## src/shared/dcm_pkg.sv

```systemverilog
/*
  Constants for the DRAM calibration-mode block: register map, field
  positions, reset values, command codes and link-side counts.
  Assumes nothing beyond a SystemVerilog compiler.
*/
package dcm_pkg;
  // ----------------------------------------
  // Widths
  // ----------------------------------------
  localparam int ADDR_W = 14;
  localparam int BA_W = 3;
  localparam int DQ_W = 16;
  localparam int SYNC_W = 26;
  localparam int PIPE_D = 32;
  // ----------------------------------------
  // APB register map
  // ----------------------------------------
  localparam logic [11:0] ADDR_CTRL = 12'h000;
  localparam logic [11:0] ADDR_STAT = 12'h004;
  localparam int CTRL_FB_ALL = 0;
  localparam int CTRL_LANE_COPY = 1;
  localparam int CTRL_CL_LSB = 4;
  localparam int CTRL_AL_LSB = 8;
  localparam logic [15:0] CTRL_RESET = 16'h0060;
  localparam int STAT_WL = 0;
  localparam int STAT_MPR = 1;
  localparam int STAT_LOC_LSB = 2;
  localparam int STAT_UNDEF = 4;
  localparam int STAT_BUSY = 5;
  localparam int STAT_BAD = 8;
  // ----------------------------------------
  // Link commands {ras_n, cas_n, we_n}
  // ----------------------------------------
  localparam logic [2:0] CMD_MRS = 3'h0;
  localparam logic [2:0] CMD_RD = 3'h5;
  localparam logic [2:0] CMD_NOP = 3'h7;
  // ----------------------------------------
  // Mode register selects and bits
  // ----------------------------------------
  localparam logic [2:0] MR_ZERO = 3'h0;
  localparam logic [2:0] MR_ONE = 3'h1;
  localparam logic [2:0] MR_THREE = 3'h3;
  localparam int WL_BIT = 7;
  localparam int CAL_EN_BIT = 2;
  localparam int BC_BIT = 12;
  localparam int AP_BIT = 10;
  localparam int ORDER_BIT = 2;
  localparam logic [1:0] BL_OTF = 2'h1;
  localparam logic [1:0] BL_BC4 = 2'h2;
  // ----------------------------------------
  // Calibration data and link counts
  // ----------------------------------------
  localparam logic [7:0] LOC0_PATTERN = 8'hAA;
  localparam logic [7:0] RFU_PATTERN = 8'h00;
  localparam logic [4:0] MOD_NCK = 5'h0C;
endpackage

```

## src/shared/dcm_burst_if.sv

```systemverilog
/*
  Carrier between the calibration control logic and its burst
  generator. Assumes both ends run on the same clk.
*/
`timescale 1ns/1ps
interface dcm_burst_if;
  logic start;         // Begin a burst, one-cycle pulse
  logic bc4;           // Four-beat chop
  logic hi;            // Start at beat four
  logic edge_ev;       // Any link clock edge
  logic [7:0] pattern; // Selected location content
  logic bit_out;       // Current beat bit
  logic beat_odd;      // Current beat is odd
  logic busy;          // Burst in progress
  modport ctl(output start, bc4, hi, edge_ev, pattern,
              input bit_out, beat_odd, busy);
  modport gen(input start, bc4, hi, edge_ev, pattern,
              output bit_out, beat_odd, busy);
endinterface

```

## src/design/dcm_top.sv

```systemverilog
/*
  Calibration-mode logic of a DDR3-class memory: write-leveling
  feedback with its ordered exit, and the calibration pattern
  register readout. Assumes a controller that keeps its own command
  rules, a link clock far slower than clk, and an APB master.
*/
// Overview of operation
// - Mode register one bit seven toggles leveling
// - Leveling: ODT switches strobe termination only
// - Feedback on prime bit, rest low or copy
// - After exit, DQ undefined until update delay
// - Mode register three bit two enables readout
// - Enabled readout serves every read from register
// - Autoprecharge read acts as plain read
// - Reset still works while readout enabled
// - Bit zero per lane, rest copy or zero
// - Chopped burst order follows address bit two
// - Bank and upper column bits ignored
// - A12 picks chop when on-the-fly enabled
// - Burst after additive plus CAS latency
// - Location zero gives alternating zero one
// - Burst order zero maps to LSB
`timescale 1ns/1ps
module dcm_top (
  input wire logic clk,
  input wire logic arst_n,
  input wire logic psel,
  input wire logic penable,
  input wire logic pwrite,
  input wire logic [11:0] paddr,
  input wire logic [31:0] pwdata,
  output logic [31:0] prdata,
  output logic pready,
  output logic pslverr,
  input wire logic ck,
  input wire logic dram_rst_n,
  input wire logic cs_n,
  input wire logic ras_n,
  input wire logic cas_n,
  input wire logic we_n,
  input wire logic [dcm_pkg::BA_W-1:0] ba,
  input wire logic [dcm_pkg::ADDR_W-1:0] addr,
  input wire logic odt,
  input wire logic [1:0] dqs_i,
  output logic [1:0] dqs_o,
  output logic dqs_oe,
  input wire logic [dcm_pkg::DQ_W-1:0] dq_i,
  output logic [dcm_pkg::DQ_W-1:0] dq_o,
  output logic dq_oe,
  output logic dqs_term_on,
  output logic dq_term_on,
  output logic arr_rd,
  output logic arr_ap
);
  import dcm_pkg::*;
  // ----------------------------------------
  // State
  // ----------------------------------------
  typedef struct packed {
    logic ck_p;              // Link clock, last sample
    logic [1:0] dqs_p;       // Strobes, last sample
    logic [1:0] mr0_bl;      // Burst length field
    logic wl;                // Leveling active
    logic calib_pattern_register;               // Calibration readout active
    logic [1:0] loc;         // Location select
    logic [1:0] fb;          // Per-lane sampled clock
    logic [4:0] mod_cnt;     // Exit settle count
    logic bad;               // Forbidden command seen
    logic [15:0] ctrl;       // Control register
    logic [31:0] rdata;      // APB read data
    logic [PIPE_D-1:0][2:0] pipe; // Read latency line
    logic arr_rd;            // Array read request
    logic arr_ap;            // Array autoprecharge
    logic [DQ_W-1:0] dq;     // DQ drive value
    logic dq_oe;             // DQ enable
    logic [1:0] dqs;         // Read strobe value
    logic dqs_oe;            // Read strobe enable
    logic dqs_term;          // Strobe termination
    logic dq_term;           // DQ termination
  } dcm_st_t;
  dcm_st_t st_q, st_d;
  // Synchronised pins
  logic [SYNC_W-1:0] pins_s;
  logic rst_s, ck_s, odt_s, cs_s, ras_s, cas_s, we_s;
  logic [1:0] dqs_s;
  logic [BA_W-1:0] ba_s;
  logic [ADDR_W-1:0] a_s;
  // Burst carrier
  dcm_burst_if bi();
  // DQ input is not used in these modes; write data lives elsewhere
  logic unused_dq;
  assign unused_dq = ^dq_i;
  // ----------------------------------------
  // Pin synchronisers
  // ----------------------------------------
  // The link clock is 16x slower, so a command sampled at the synced
  // ck rise has long settled on every bit
  dcm_sync #(.W(SYNC_W)) u_sync (
    .clk(clk),
    .arst_n(arst_n),
    .din({dram_rst_n, ck, odt, dqs_i, cs_n, ras_n, cas_n, we_n, ba, addr}),
    .dout(pins_s)
  );
  assign {rst_s, ck_s, odt_s, dqs_s, cs_s, ras_s, cas_s, we_s, ba_s, a_s} = pins_s;
  // ----------------------------------------
  // Burst generator
  // ----------------------------------------
  dcm_burst u_burst (
    .clk(clk),
    .arst_n(arst_n),
    .bi(bi)
  );
  // Command match on a sampled command, deselect never matches
  function automatic logic is_cmd(input logic [2:0] code);
    return !cs_s && ({ras_s, cas_s, we_s} == code);
  endfunction
  // Register decode shared by read and write
  function automatic logic reg_hit(input logic [11:0] a, input logic [11:0] r);
    return a == r;
  endfunction
  // Combinational helpers
  logic ck_rise, ck_edge, rd_cmd, mrs_cmd, bc4, cal_ok, stat_clr;
  logic [4:0] rl;
  logic [4:0] tap;
  logic [2:0] slot;
  // ----------------------------------------
  // Next state
  // ----------------------------------------
  always_comb begin
    st_d = st_q;
    ck_rise = ck_s && !st_q.ck_p;
    ck_edge = ck_s != st_q.ck_p;
    rd_cmd = is_cmd(CMD_RD);
    mrs_cmd = is_cmd(CMD_MRS);
    stat_clr = 1'b0;
    st_d.ck_p = ck_s;
    st_d.dqs_p = dqs_s;
    st_d.arr_rd = 1'b0;
    st_d.arr_ap = 1'b0;
    // Read latency in link cycles, at least one
    rl = 5'(st_q.ctrl[CTRL_CL_LSB +: 4]) + 5'(st_q.ctrl[CTRL_AL_LSB +: 4]);
    tap = (rl == 5'h0) ? 5'h0 : rl - 5'h1;
    slot = st_q.pipe[tap];
    // Chop choice: on the fly from A12, else fixed by mode
    if (st_q.mr0_bl == BL_OTF) begin
      bc4 = !a_s[BC_BIT];
    end else begin
      bc4 = st_q.mr0_bl == BL_BC4;
    end
    // Allowed while the readout is on: reads, idle, disabling write
    cal_ok = rd_cmd || cs_s || is_cmd(CMD_NOP) ||
             (mrs_cmd && ba_s == MR_THREE && !a_s[CAL_EN_BIT]);
    // Leveling feedback: each lane samples ck on its own strobe rise
    for (int l = 0; l < 2; l++) begin
      if (st_q.wl && dqs_s[l] && !st_q.dqs_p[l]) begin
        st_d.fb[l] = ck_s;
      end
    end
    // Link commands, taken at the link clock rise
    if (ck_rise) begin
      st_d.pipe = {st_q.pipe[PIPE_D-2:0], 3'h0};
      if (st_q.mod_cnt != 5'h0) begin
        st_d.mod_cnt = st_q.mod_cnt - 5'h1;
      end
      if (st_q.calib_pattern_register && !cal_ok) begin
        st_d.bad = 1'b1;
      end
      if (mrs_cmd) begin
        unique case (ba_s)
          MR_ZERO: begin
            st_d.mr0_bl = a_s[1:0];
          end
          MR_ONE: begin
            st_d.wl = a_s[WL_BIT];
            if (st_q.wl && !a_s[WL_BIT]) begin
              // DQ stay undefined (released) until the settle expires
              st_d.mod_cnt = MOD_NCK;
              st_d.fb = 2'h0;
            end
          end
          MR_THREE: begin
            st_d.calib_pattern_register = a_s[CAL_EN_BIT];
            st_d.loc = a_s[1:0];
          end
          default: begin
          end
        endcase
      end else if (rd_cmd && st_q.calib_pattern_register) begin
        // Bank, A10, A11, A13 and A9..A3 play no part here
        st_d.pipe[0] = {1'b1, bc4, bc4 && a_s[ORDER_BIT]};
      end else if (rd_cmd) begin
        st_d.arr_rd = 1'b1;
        st_d.arr_ap = a_s[AP_BIT];
      end
    end
    // Device reset clears modes even with the readout on
    if (!rst_s) begin
      st_d.wl = 1'b0;
      st_d.calib_pattern_register = 1'b0;
      st_d.loc = 2'h0;
      st_d.fb = 2'h0;
      st_d.mod_cnt = 5'h0;
      st_d.pipe = '0;
    end
    // Termination: in leveling ODT reaches only the strobes
    st_d.dqs_term = odt_s;
    st_d.dq_term = odt_s && !st_q.wl;
    // Output drive
    st_d.dq = '0;
    st_d.dq_oe = 1'b0;
    st_d.dqs = 2'h0;
    st_d.dqs_oe = 1'b0;
    if (!rst_s || st_q.mod_cnt != 5'h0) begin
      // Released: undefined window or device reset
    end else if (st_q.wl) begin
      st_d.dq_oe = 1'b1;
      for (int l = 0; l < 2; l++) begin
        if (st_q.ctrl[CTRL_FB_ALL]) begin
          st_d.dq[8*l +: 8] = {8{st_q.fb[l]}};
        end else begin
          st_d.dq[8*l +: 8] = {7'h0, st_q.fb[l]};
        end
      end
    end else if (bi.busy) begin
      st_d.dq_oe = 1'b1;
      st_d.dqs_oe = 1'b1;
      st_d.dqs = {2{!bi.beat_odd}};
      for (int l = 0; l < 2; l++) begin
        if (st_q.ctrl[CTRL_LANE_COPY]) begin
          st_d.dq[8*l +: 8] = {8{bi.bit_out}};
        end else begin
          st_d.dq[8*l +: 8] = {7'h0, bi.bit_out};
        end
      end
    end
    // APB write in the access phase
    if (psel && penable && pwrite) begin
      if (reg_hit(paddr, ADDR_CTRL)) begin
        st_d.ctrl = pwdata[15:0];
      end
      if (reg_hit(paddr, ADDR_STAT)) begin
        stat_clr = pwdata[STAT_BAD];
      end
    end
    // A forbidden command in the clearing cycle still sets the flag
    st_d.bad = (st_q.bad && !stat_clr) || (ck_rise && st_q.calib_pattern_register && !cal_ok);
    // APB read data captured in the setup phase
    if (psel && !penable) begin
      st_d.rdata = '0;
      if (reg_hit(paddr, ADDR_CTRL)) begin
        st_d.rdata[15:0] = st_q.ctrl;
      end else if (reg_hit(paddr, ADDR_STAT)) begin
        st_d.rdata[STAT_WL] = st_q.wl;
        st_d.rdata[STAT_MPR] = st_q.calib_pattern_register;
        st_d.rdata[STAT_LOC_LSB +: 2] = st_q.loc;
        st_d.rdata[STAT_UNDEF] = st_q.mod_cnt != 5'h0;
        st_d.rdata[STAT_BUSY] = bi.busy;
        st_d.rdata[STAT_BAD] = st_q.bad;
      end
    end
  end
  // ----------------------------------------
  // Burst launch
  // ----------------------------------------
  always_comb begin
    bi.start = ck_rise && slot[2] && rst_s;
    bi.bc4 = slot[1];
    bi.hi = slot[0];
    bi.edge_ev = ck_edge;
    // Reserved locations return a fixed filler
    bi.pattern = (st_q.loc == 2'h0) ? LOC0_PATTERN : RFU_PATTERN;
  end
  // State register
  always_ff @(posedge clk or negedge arst_n) begin
    if (!arst_n) begin
      st_q <= '0;
      st_q.ctrl <= CTRL_RESET;
    end else begin
      st_q <= st_d;
    end
  end
  // ----------------------------------------
  // Outputs
  // ----------------------------------------
  assign prdata = st_q.rdata;
  assign pready = 1'b1;
  assign pslverr = psel && penable && !reg_hit(paddr, ADDR_CTRL) && !reg_hit(paddr, ADDR_STAT);
  assign dq_o = st_q.dq;
  assign dq_oe = st_q.dq_oe;
  assign dqs_o = st_q.dqs;
  assign dqs_oe = st_q.dqs_oe;
  assign dqs_term_on = st_q.dqs_term;
  assign dq_term_on = st_q.dq_term;
  assign arr_rd = st_q.arr_rd;
  assign arr_ap = st_q.arr_ap;
endmodule

```

## src/design/dcm_sync.sv

```systemverilog
/*
  Two-stage synchroniser for pins entering the clk domain.
  Assumes each bus is quasi-static around the edge that samples it.
*/
`timescale 1ns/1ps
module dcm_sync #(
  parameter int W = 1
) (
  input wire logic clk,
  input wire logic arst_n,
  input wire logic [W-1:0] din,
  output logic [W-1:0] dout
);
  import dcm_pkg::*;
  typedef struct packed {
    logic [W-1:0] s1; // First stage, read only by s2
    logic [W-1:0] s2; // Settled copy
  } dcm_sync_st_t;
  dcm_sync_st_t st_q, st_d;
  // Next stage values
  always_comb begin
    st_d.s1 = din;
    st_d.s2 = st_q.s1;
  end
  // Stage registers
  always_ff @(posedge clk or negedge arst_n) begin
    if (!arst_n) begin
      st_q <= '0;
    end else begin
      st_q <= st_d;
    end
  end
  assign dout = st_q.s2;
endmodule

```

## src/design/dcm_burst.sv

```systemverilog
/*
  Calibration burst generator: walks the location bits one beat per
  link clock edge. Assumes edge_ev marks both link clock edges.
*/
`timescale 1ns/1ps
module dcm_burst (
  input wire logic clk,
  input wire logic arst_n,
  dcm_burst_if.gen bi
);
  import dcm_pkg::*;
  typedef struct packed {
    logic busy;      // Beats remain
    logic [2:0] idx; // Burst order index
    logic [3:0] left; // Beats left
    logic [7:0] data; // Latched location
    logic bit_v;     // Bit on the wire
  } dcm_burst_st_t;
  dcm_burst_st_t st_q, st_d;
  // ----------------------------------------
  // Beat sequencing
  // ----------------------------------------
  always_comb begin
    st_d = st_q;
    if (bi.start) begin
      // A new start reloads, so back-to-back reads stay seamless
      st_d.busy = 1'b1;
      st_d.idx = bi.hi ? 3'h4 : 3'h0;
      st_d.left = bi.bc4 ? 4'h4 : 4'h8;
      st_d.data = bi.pattern;
      st_d.bit_v = bi.hi ? bi.pattern[4] : bi.pattern[0];
    end else if (bi.edge_ev && st_q.busy) begin
      // Next beat, or finish after the last one
      st_d.left = st_q.left - 4'h1;
      st_d.idx = st_q.idx + 3'h1;
      st_d.bit_v = st_q.data[st_d.idx];
      if (st_q.left == 4'h1) begin
        st_d.busy = 1'b0;
      end
    end
  end
  // State register
  always_ff @(posedge clk or negedge arst_n) begin
    if (!arst_n) begin
      st_q <= '0;
    end else begin
      st_q <= st_d;
    end
  end
  assign bi.busy = st_q.busy;
  assign bi.bit_out = st_q.bit_v;
  assign bi.beat_odd = st_q.idx[0];
endmodule

```

## config.mk

```make
export PLATFORM = sky130hd
export DESIGN_NAME = dcm_top
export DESIGN_NICKNAME = d
export VERILOG_FILES = /design/src/shared/dcm_pkg.sv /design/src/shared/dcm_burst_if.sv /design/src/design/dcm_top.sv /design/src/design/dcm_sync.sv /design/src/design/dcm_burst.sv
export SDC_FILE = /design/constraint.sdc
export NUM_CORES = 1
export LEC_CHECK = 0
export ABC_AREA = 0
export BUFFER_PORTS_ARGS = -buffer_cell sky130_fd_sc_hd__buf_4
export CAP_MARGIN = 20
export CORE_ASPECT_RATIO = 1.75
export CORE_MARGIN = 2
export CORE_UTILIZATION = 50
export CTS_CLUSTER_DIAMETER = 40
export CTS_CLUSTER_SIZE = 8
export DETAILED_ROUTE_END_ITERATION = 6
export GPL_TIMING_DRIVEN = 0
export PLACE_DENSITY_LB_ADDON = 0.05
export SYNTH_ARGS = -nofsm -noshare
export SYNTH_HDL_FRONTEND = slang
export SYNTH_SLANG_ARGS = --single-unit
```

## constraint.sdc

```tcl
create_clock -name clk -period 9.4 [get_ports clk]
set_input_delay 0.94 -clock clk [delete_from_list [all_inputs] [get_ports clk]]
set_output_delay 0.94 -clock clk [all_outputs]
set_load 0.05 [all_outputs]
```

## Word-level counts from Yosys, hierarchy flattened

Cells that the tools add are included.

- Register bits after elaboration: 238
- Logic and storage cells: 184
- Output and inout bits: 58

- Add/subtract/negate cells: 5
- Muxes and demuxes: 47
- $lt $le $gt $ge: 2
- Reductions and logical operators: 59
- Eq/ne operators: 13

Operator list:

| operator | number |
|---|---|
| $mux W98 | 1 |
| $mux W96 | 1 |
| $mux W8 | 6 |
| $mux W20 | 2 |
| $logic_and A1 B1 Y1 | 26 |
| $mux W11 | 2 |
| $mux W7 | 3 |
| $mux W17 | 1 |
| $bmux W3 S5 | 1 |
| $logic_not A1 Y1 | 15 |
| $mux W3 | 5 |
| $mux W5 | 3 |
| $mux W1 | 14 |
| $eq A12 B3 Y1 const B | 1 |
| $logic_not A12 Y1 | 1 |
| $mux W12 | 1 |
| $mux W6 | 2 |
| $sub A5 B1 Y5 const B | 2 |
| $reduce_and A3 Y1 | 3 |
| $ne A2 B2 Y1 const B | 4 |
| $eq A3 B3 Y1 const B | 2 |
| $logic_not A3 Y1 | 2 |
| $lt A5 B6 Y1 const B | 1 |
| $mux W2 | 3 |
| other kinds (18) | 24 |

## Depth between registers and ports, before layout

- Depth in word-level cells: 10
- Mapped depth: 12
- Mapped depth without buffers: 12

## Cells and area by module

A second synthesis with hierarchy kept.

- Cell total of the unflattened synthesis: 904
- Area total of the unflattened synthesis: 10563.9 um^2

By module, submodules not included:

| module | area each (um^2) | times used | cells an instance |
|---|---|---|---|
| dcm_top | 8433.1 | 1 | 784 |
| dcm_sync | 1301.2 | 1 | 52 |
| dcm_burst | 829.5 | 1 | 68 |

## Least setup slack after synthesis

No wires, ideal clock.

- Path kind: register to register
- From: reg st_q[157] (netlist name)
- To: reg u_burst.st_q[12] (netlist name)
- Setup time: 0.125 ns
- Path buffers: 1
- Arrival: 2.962 ns
- Slack: 6.313 ns
- Cell stages (with the launch flop): 10
- Cells stage by stage: dfstp_2 -> inv_1 -> fa_1 -> ha_1 -> clkbuf_1 -> o22ai_1 -> o311ai_0 -> o21ai_1 -> o31ai_4 -> mux2_4

- Word-level cells in the longest chain between the ends: 8
- Elaborated cells on any way between the ends: 11
- Classes of those cells: add/sub: 2; mux: 5; reduce/logical: 4

RTL lines:

| item | RTL line | RTL |
|---|---|---|
| from (decl) | dcm_top.sv:81 | `dcm_st_t st_q, st_d;` |
| from (signal assigned) | dcm_top.sv:279 | `st_q <= st_d;` |
| $add A4 B4 Y5 * | dcm_top.sv:141 | `rl = 5'(st_q.ctrl[CTRL_CL_LSB +: 4]) + 5'(st_q.ctrl[CTRL_AL_LSB +: 4]);` |
| $sub A5 B1 Y5 or $logic_not A5 Y1 (tied branches) | dcm_top.sv:142 | `tap = (rl == 5'h0) ? 5'h0 : rl - 5'h1;` |
| $mux W5 * | dcm_top.sv:142 |  |
| $bmux W3 S5 * | dcm_top.sv:143 | `slot = st_q.pipe[tap];` |
| $mux W3 (implied by the code) * | dcm_top.sv:143 |  |
| $logic_and A1 B1 Y1 (2 in series) | dcm_top.sv:266 | `bi.start = ck_rise && slot[2] && rst_s;` |
| $mux W8 or $reduce_bool A2 Y1 (tied branches) | - |  |
| to (signal assigned) | dcm_burst.sv:47 | `st_q <= st_d;` |
| to (decl) | dcm_burst.sv:19 | `dcm_burst_st_t st_q, st_d;` |

Mark *: on every way between the ends. The rest lies on a longest branch, timed or not. The select of a mux whose other input is x is not followed.
A chain may end at the register's enable or synchronous reset.

## Final worst setup path

- From: reg st_q[160] (netlist name)
- To: reg u_burst.st_q[6] (netlist name)

- Word-level cells in the longest chain between the ends: 7
- Elaborated cells on any way between the ends: 8
- Classes of those cells: add/sub: 2; mux: 3; reduce/logical: 3

RTL lines:

| item | RTL line |
|---|---|
| $add A4 B4 Y5 * | dcm_top.sv:141 |
| $sub A5 B1 Y5 or $logic_not A5 Y1 (tied branches) | dcm_top.sv:142 |
| $mux W5 * | dcm_top.sv:142 |
| $bmux W3 S5 * | dcm_top.sv:143 |
| $mux W3 (implied by the code) * | dcm_top.sv:143 |
| $logic_and A1 B1 Y1 * (2 in series) | dcm_top.sv:266 |

Marked as above.

==> metrics.md <==
| Metric | Value |
|---|---|
| PwrDens | `169 mW/mm²` |
| Ys async rst share | `100%` |
| GP Congestion | `0.904` |
| Skew final | `0.0103 ns` |
| Reg2Reg Depth | `10` |
| Wire length on met1 | `6430 µm` |
| Via density per instance | `5.31` |
| Initial Util | `51.3%` |
| IO Count | `149` |
| Routed len/inst | `16.9 µm` |
| Reg2reg setup slack | `5.61 ns` |
| TritonRoute pass-1 iters | `5` |
| Worst Tran Pin Value | `1.04 ns` |
| Kind of end point of the critical path | `register` |
| DRT iter0 DRCs | `202` |
| First-pass GRT wire length | `27300 µm` |
| Fmax | `264 MHz` |
| Status | `finished clean` |
| Synthesis warning total | `0` |
| Dpl hpwl | `12500 µm` |
| Die area | `0.0168 mm²` |
| HP Class | `register to register` |
| HP Start | `u_sync.st_d[0]$_DFF_PN0_` |
| Crit-path cells | `ha_1 > inv_1 > fa_1 > ha_1 > clkbuf_1 > o22ai_1 > o311ai_0 > o21ai_1 > o31ai_4 > mux2_4` |
| Count of final setup violators | `0` |
| GRT Util Overall | `20.8%` |
| Slowest CP cell | `clkbuf_1` |
| Ys flop type | `dfrtp_1` |
| Synthesized instance count | `677` |
| RSZ-0062 raised after global routing | `false` |
| Layout area overhead | `20.4%` |
| H-tree Lvls | `4` |
| Initial antenna violation count | `0` |
| Metal3 WL | `635 µm` |
| Critical path class | `register to register` |
| Diode count | `0` |
| Fill count | `1279` |
| Worst path buffer plus inverter count | `2` |
| EDFF count, synth | `0` |
| Max incr delay on CP | `0.51 ns` |
| Die W | `99.0 µm` |
| Sink Count | `168` |
| Setup crit end | `u_burst.st_q[6]$_DFFE_PN0P_` |
| Syn_area_per_cell | `11.7 µm²` |
| Max Root-Sink Buffers | `2` |
| Hold Vio Cnt, Final | `0` |
| CP Launch Type | `register` |
| Clk root buf | `clkbuf_16` |
| Cell count after placement | `970` |
| Highest routed layer | `met4` |
| Vias after detailed routing | `5312` |
| Final wirelength | `16900 µm` |
| Yosys cell types | `69` |
| Post-route insts no fill | `1001` |
| Worst EP required | `9.70 ns` |
| Final period utilization | `40.3%` |
| Critical path's most frequent cell | `ha_1` |
| Worst-path clk slew | `0.07 ns` |
| IO buf count | `91` |
| Slew Viols, Final | `0` |
| Clock Latency Late Sink | `0.42 ns` |
| Metal2 WL | `9300 µm` |
| Total Nets Final | `905` |
| CP top delay family | `compound AO/OA/AOI/OAI gates` |
| Fin util | `61.7%` |
| Worst R2R Start | `st_q[160]$_DFFE_PN0P_` |
| Critical Path Start | `st_q[160]$_DFFE_PN0P_` |
| CTS Buf Count | `17` |
| Min Tclk post-route | `3.79 ns` |
| Area of the mapped netlist | `0.00789 mm²` |
| Seq/Total Area, Yosys | `53.3%` |
| Post-route ant nets | `0` |
| Power, Total | `1.61 mW` |
| CP Data Arrival Time | `4.09 ns` |
| Peak VDD IR | `0.0984 mV` |
| Largest net degree at the start of global routing | `123` |
| Crit Reg-Reg Endpoint | `u_burst.st_q[6]$_DFFE_PN0P_` |
| Yosys top cell area share | `52.6%` |
| Via count of the first global-routing pass | `5348` |
| Yosys reg bits | `168` |
| FP Rows | `60` |
| Chip height | `170 µm` |
| Total gr overflow | `0` |
| Top cell type by total area after synthesis | `dfrtp_1` |
| Setup_tns | `0 ns` |
| CTS tree | `yes` |
| Synth area leaders | `dfrtp_1, mux2i_1, nor2b_1` |
| Post-route DRC | `0` |
| Leakage | `4.47 nW` |
| Core Footprint | `0.0154 mm²` |
| Hold Buf Count CTS | `0` |
| Levels on crit path | `10` |
| PostCTS Resize Cnt | `0` |
| Worst rel slew slack | `29.9%` |
| Max-cap violations | `0` |
| Final Hold Slack | `0.340 ns` |
| Worst Path Max Fanout | `10` |
| Layout cells sized above 1 | `27.2%` |
| Post-CTS Setup Bufs | `0` |
-- final cells by class --
cell class / count / area, µm² / area share (%)
Tap cell: 186 / 233 / 2.45
Clock inverter: 11 / 136 / 1.44
Inverter: 15 / 56.3 / 0.592
Timing Repair Buffer: 92 / 718 / 7.56
Clock buffer: 20 / 467 / 4.91
Buffer: 79 / 497 / 5.23
Sequential cell: 168 / 4210 / 44.3
Multi-Input combinational cell: 430 / 3190 / 33.6
-- layout by cell type, fill, tap and decap left out, types with 3 or more instances in the layout --
master and instances:
a21oi_1 17, a22o_1 9, and2_1 7, and3_1 4
buf_1 6, buf_2 4, buf_4 141, clkbuf_1 17
clkbuf_16 17, clkbuf_8 3, conb_1 17, dfrtp_1 166
ha_1 10, inv_1 15, inv_6 4, mux2_2 21
mux2i_1 85, nand2_1 37, nand2b_1 6, nand3_1 4
nand3b_1 3, nand4_1 3, nor2_1 30, nor2b_1 71
nor3_1 9, nor4_1 6, o211ai_1 3, o21ai_0 16
o22ai_1 8, o31ai_1 11, xor2_1 3
-- sequential cells by signal (all words and copies together) (netlist names), 4 cells and up --
register and count:
u_sync.dout 18, u_sync.st_d 18, u_burst.st_q 5, prdata 16, dq_o 4, st_q 97
-- cells in the mapped netlist (all sizes together) (3+ instances only) --
cell    instances
clkbuf         18
dfrtp         166
o21ai          19
mux2i          85
buf            61
nand3           5
nor3            9
nor2b          71
inv            15
ha             10
nand3b          3
and3            6
nand4           3
and2            7
o31ai          12
o211ai          3
a22o            9
nand2b          6
xor2            4
nor4            6
mux2           23
nand2          37
o22ai           8
a21oi          17
nor2           31
-- cells by family after synthesis --
group           Yosys count  share of synthesized area [%]
fa+ha+maj                11                           1.84
compound gates           91                           8.51
buf+inv                  94                           7.01
simple gates            194                           13.5
xor+xnor                  7                           1.06
other cells               2                         0.0952
mux                     110                           14.7
flops                   168                           53.3
-- metal layers --
| layer | vias to the layer above | track usage, % |
|---|---|---|
| met2 | 140 | 38.5 |
| li1 | 2543 | - |
| met1 | 2594 | 23.2 |
| met4 | 0 | 8.52 |
| met3 | 35 | 3.78 |
| met5 | - | 0 |
-- worst reg2reg max path, stage by stage (launching register included) --
cell,delay [ns]
dfrtp_1,0.41
ha_1,0.22
inv_1,0.07
fa_1,0.47
ha_1,0.44
clkbuf_1,0.51
o22ai_1,0.14
o311ai_0,0.34
o21ai_1,0.24
o31ai_4,0.49
mux2_4,0.35
-- report_power, final --
| part | switching [mW] | internal (mW) | total, mW |
|---|---|---|---|
| combinational | 0.0810 | 0.0588 | 0.140 |
| sequential | 0.0168 | 0.744 | 0.761 |
| clock | 0.288 | 0.417 | 0.705 |
| total | 0.386 | 1.22 | 1.61 |
-- worst min-delay path by stage --
stage,cells after the start,end,slack [ns]
after detailed placement,0,u_sync.dout[10]$_DFF_PN0_,0.34
after global placement,0,u_sync.dout[15]$_DFF_PN0_,0.33
final,0,u_sync.dout[0]$_DFF_PN0_,0.34
after global routing,0,u_sync.dout[0]$_DFF_PN0_,0.34
after floorplan,0,u_sync.dout[0]$_DFF_PN0_,0.33
after CTS,0,u_sync.dout[0]$_DFF_PN0_,0.34
-- stage by stage --
stage | setup slack [ns] | cell area [µm²]
2_1_floorplan | 6.31 | 7950
3_3_place_gp | 5.78 | 8860
3_5_place_dp | 5.66 | 8900
4_1_cts | 5.66 | 9500
5_1_grt | 5.36 | 9500
6_report | 5.61 | 9500
Note: power is estimated with default switching activity, not from simulation.
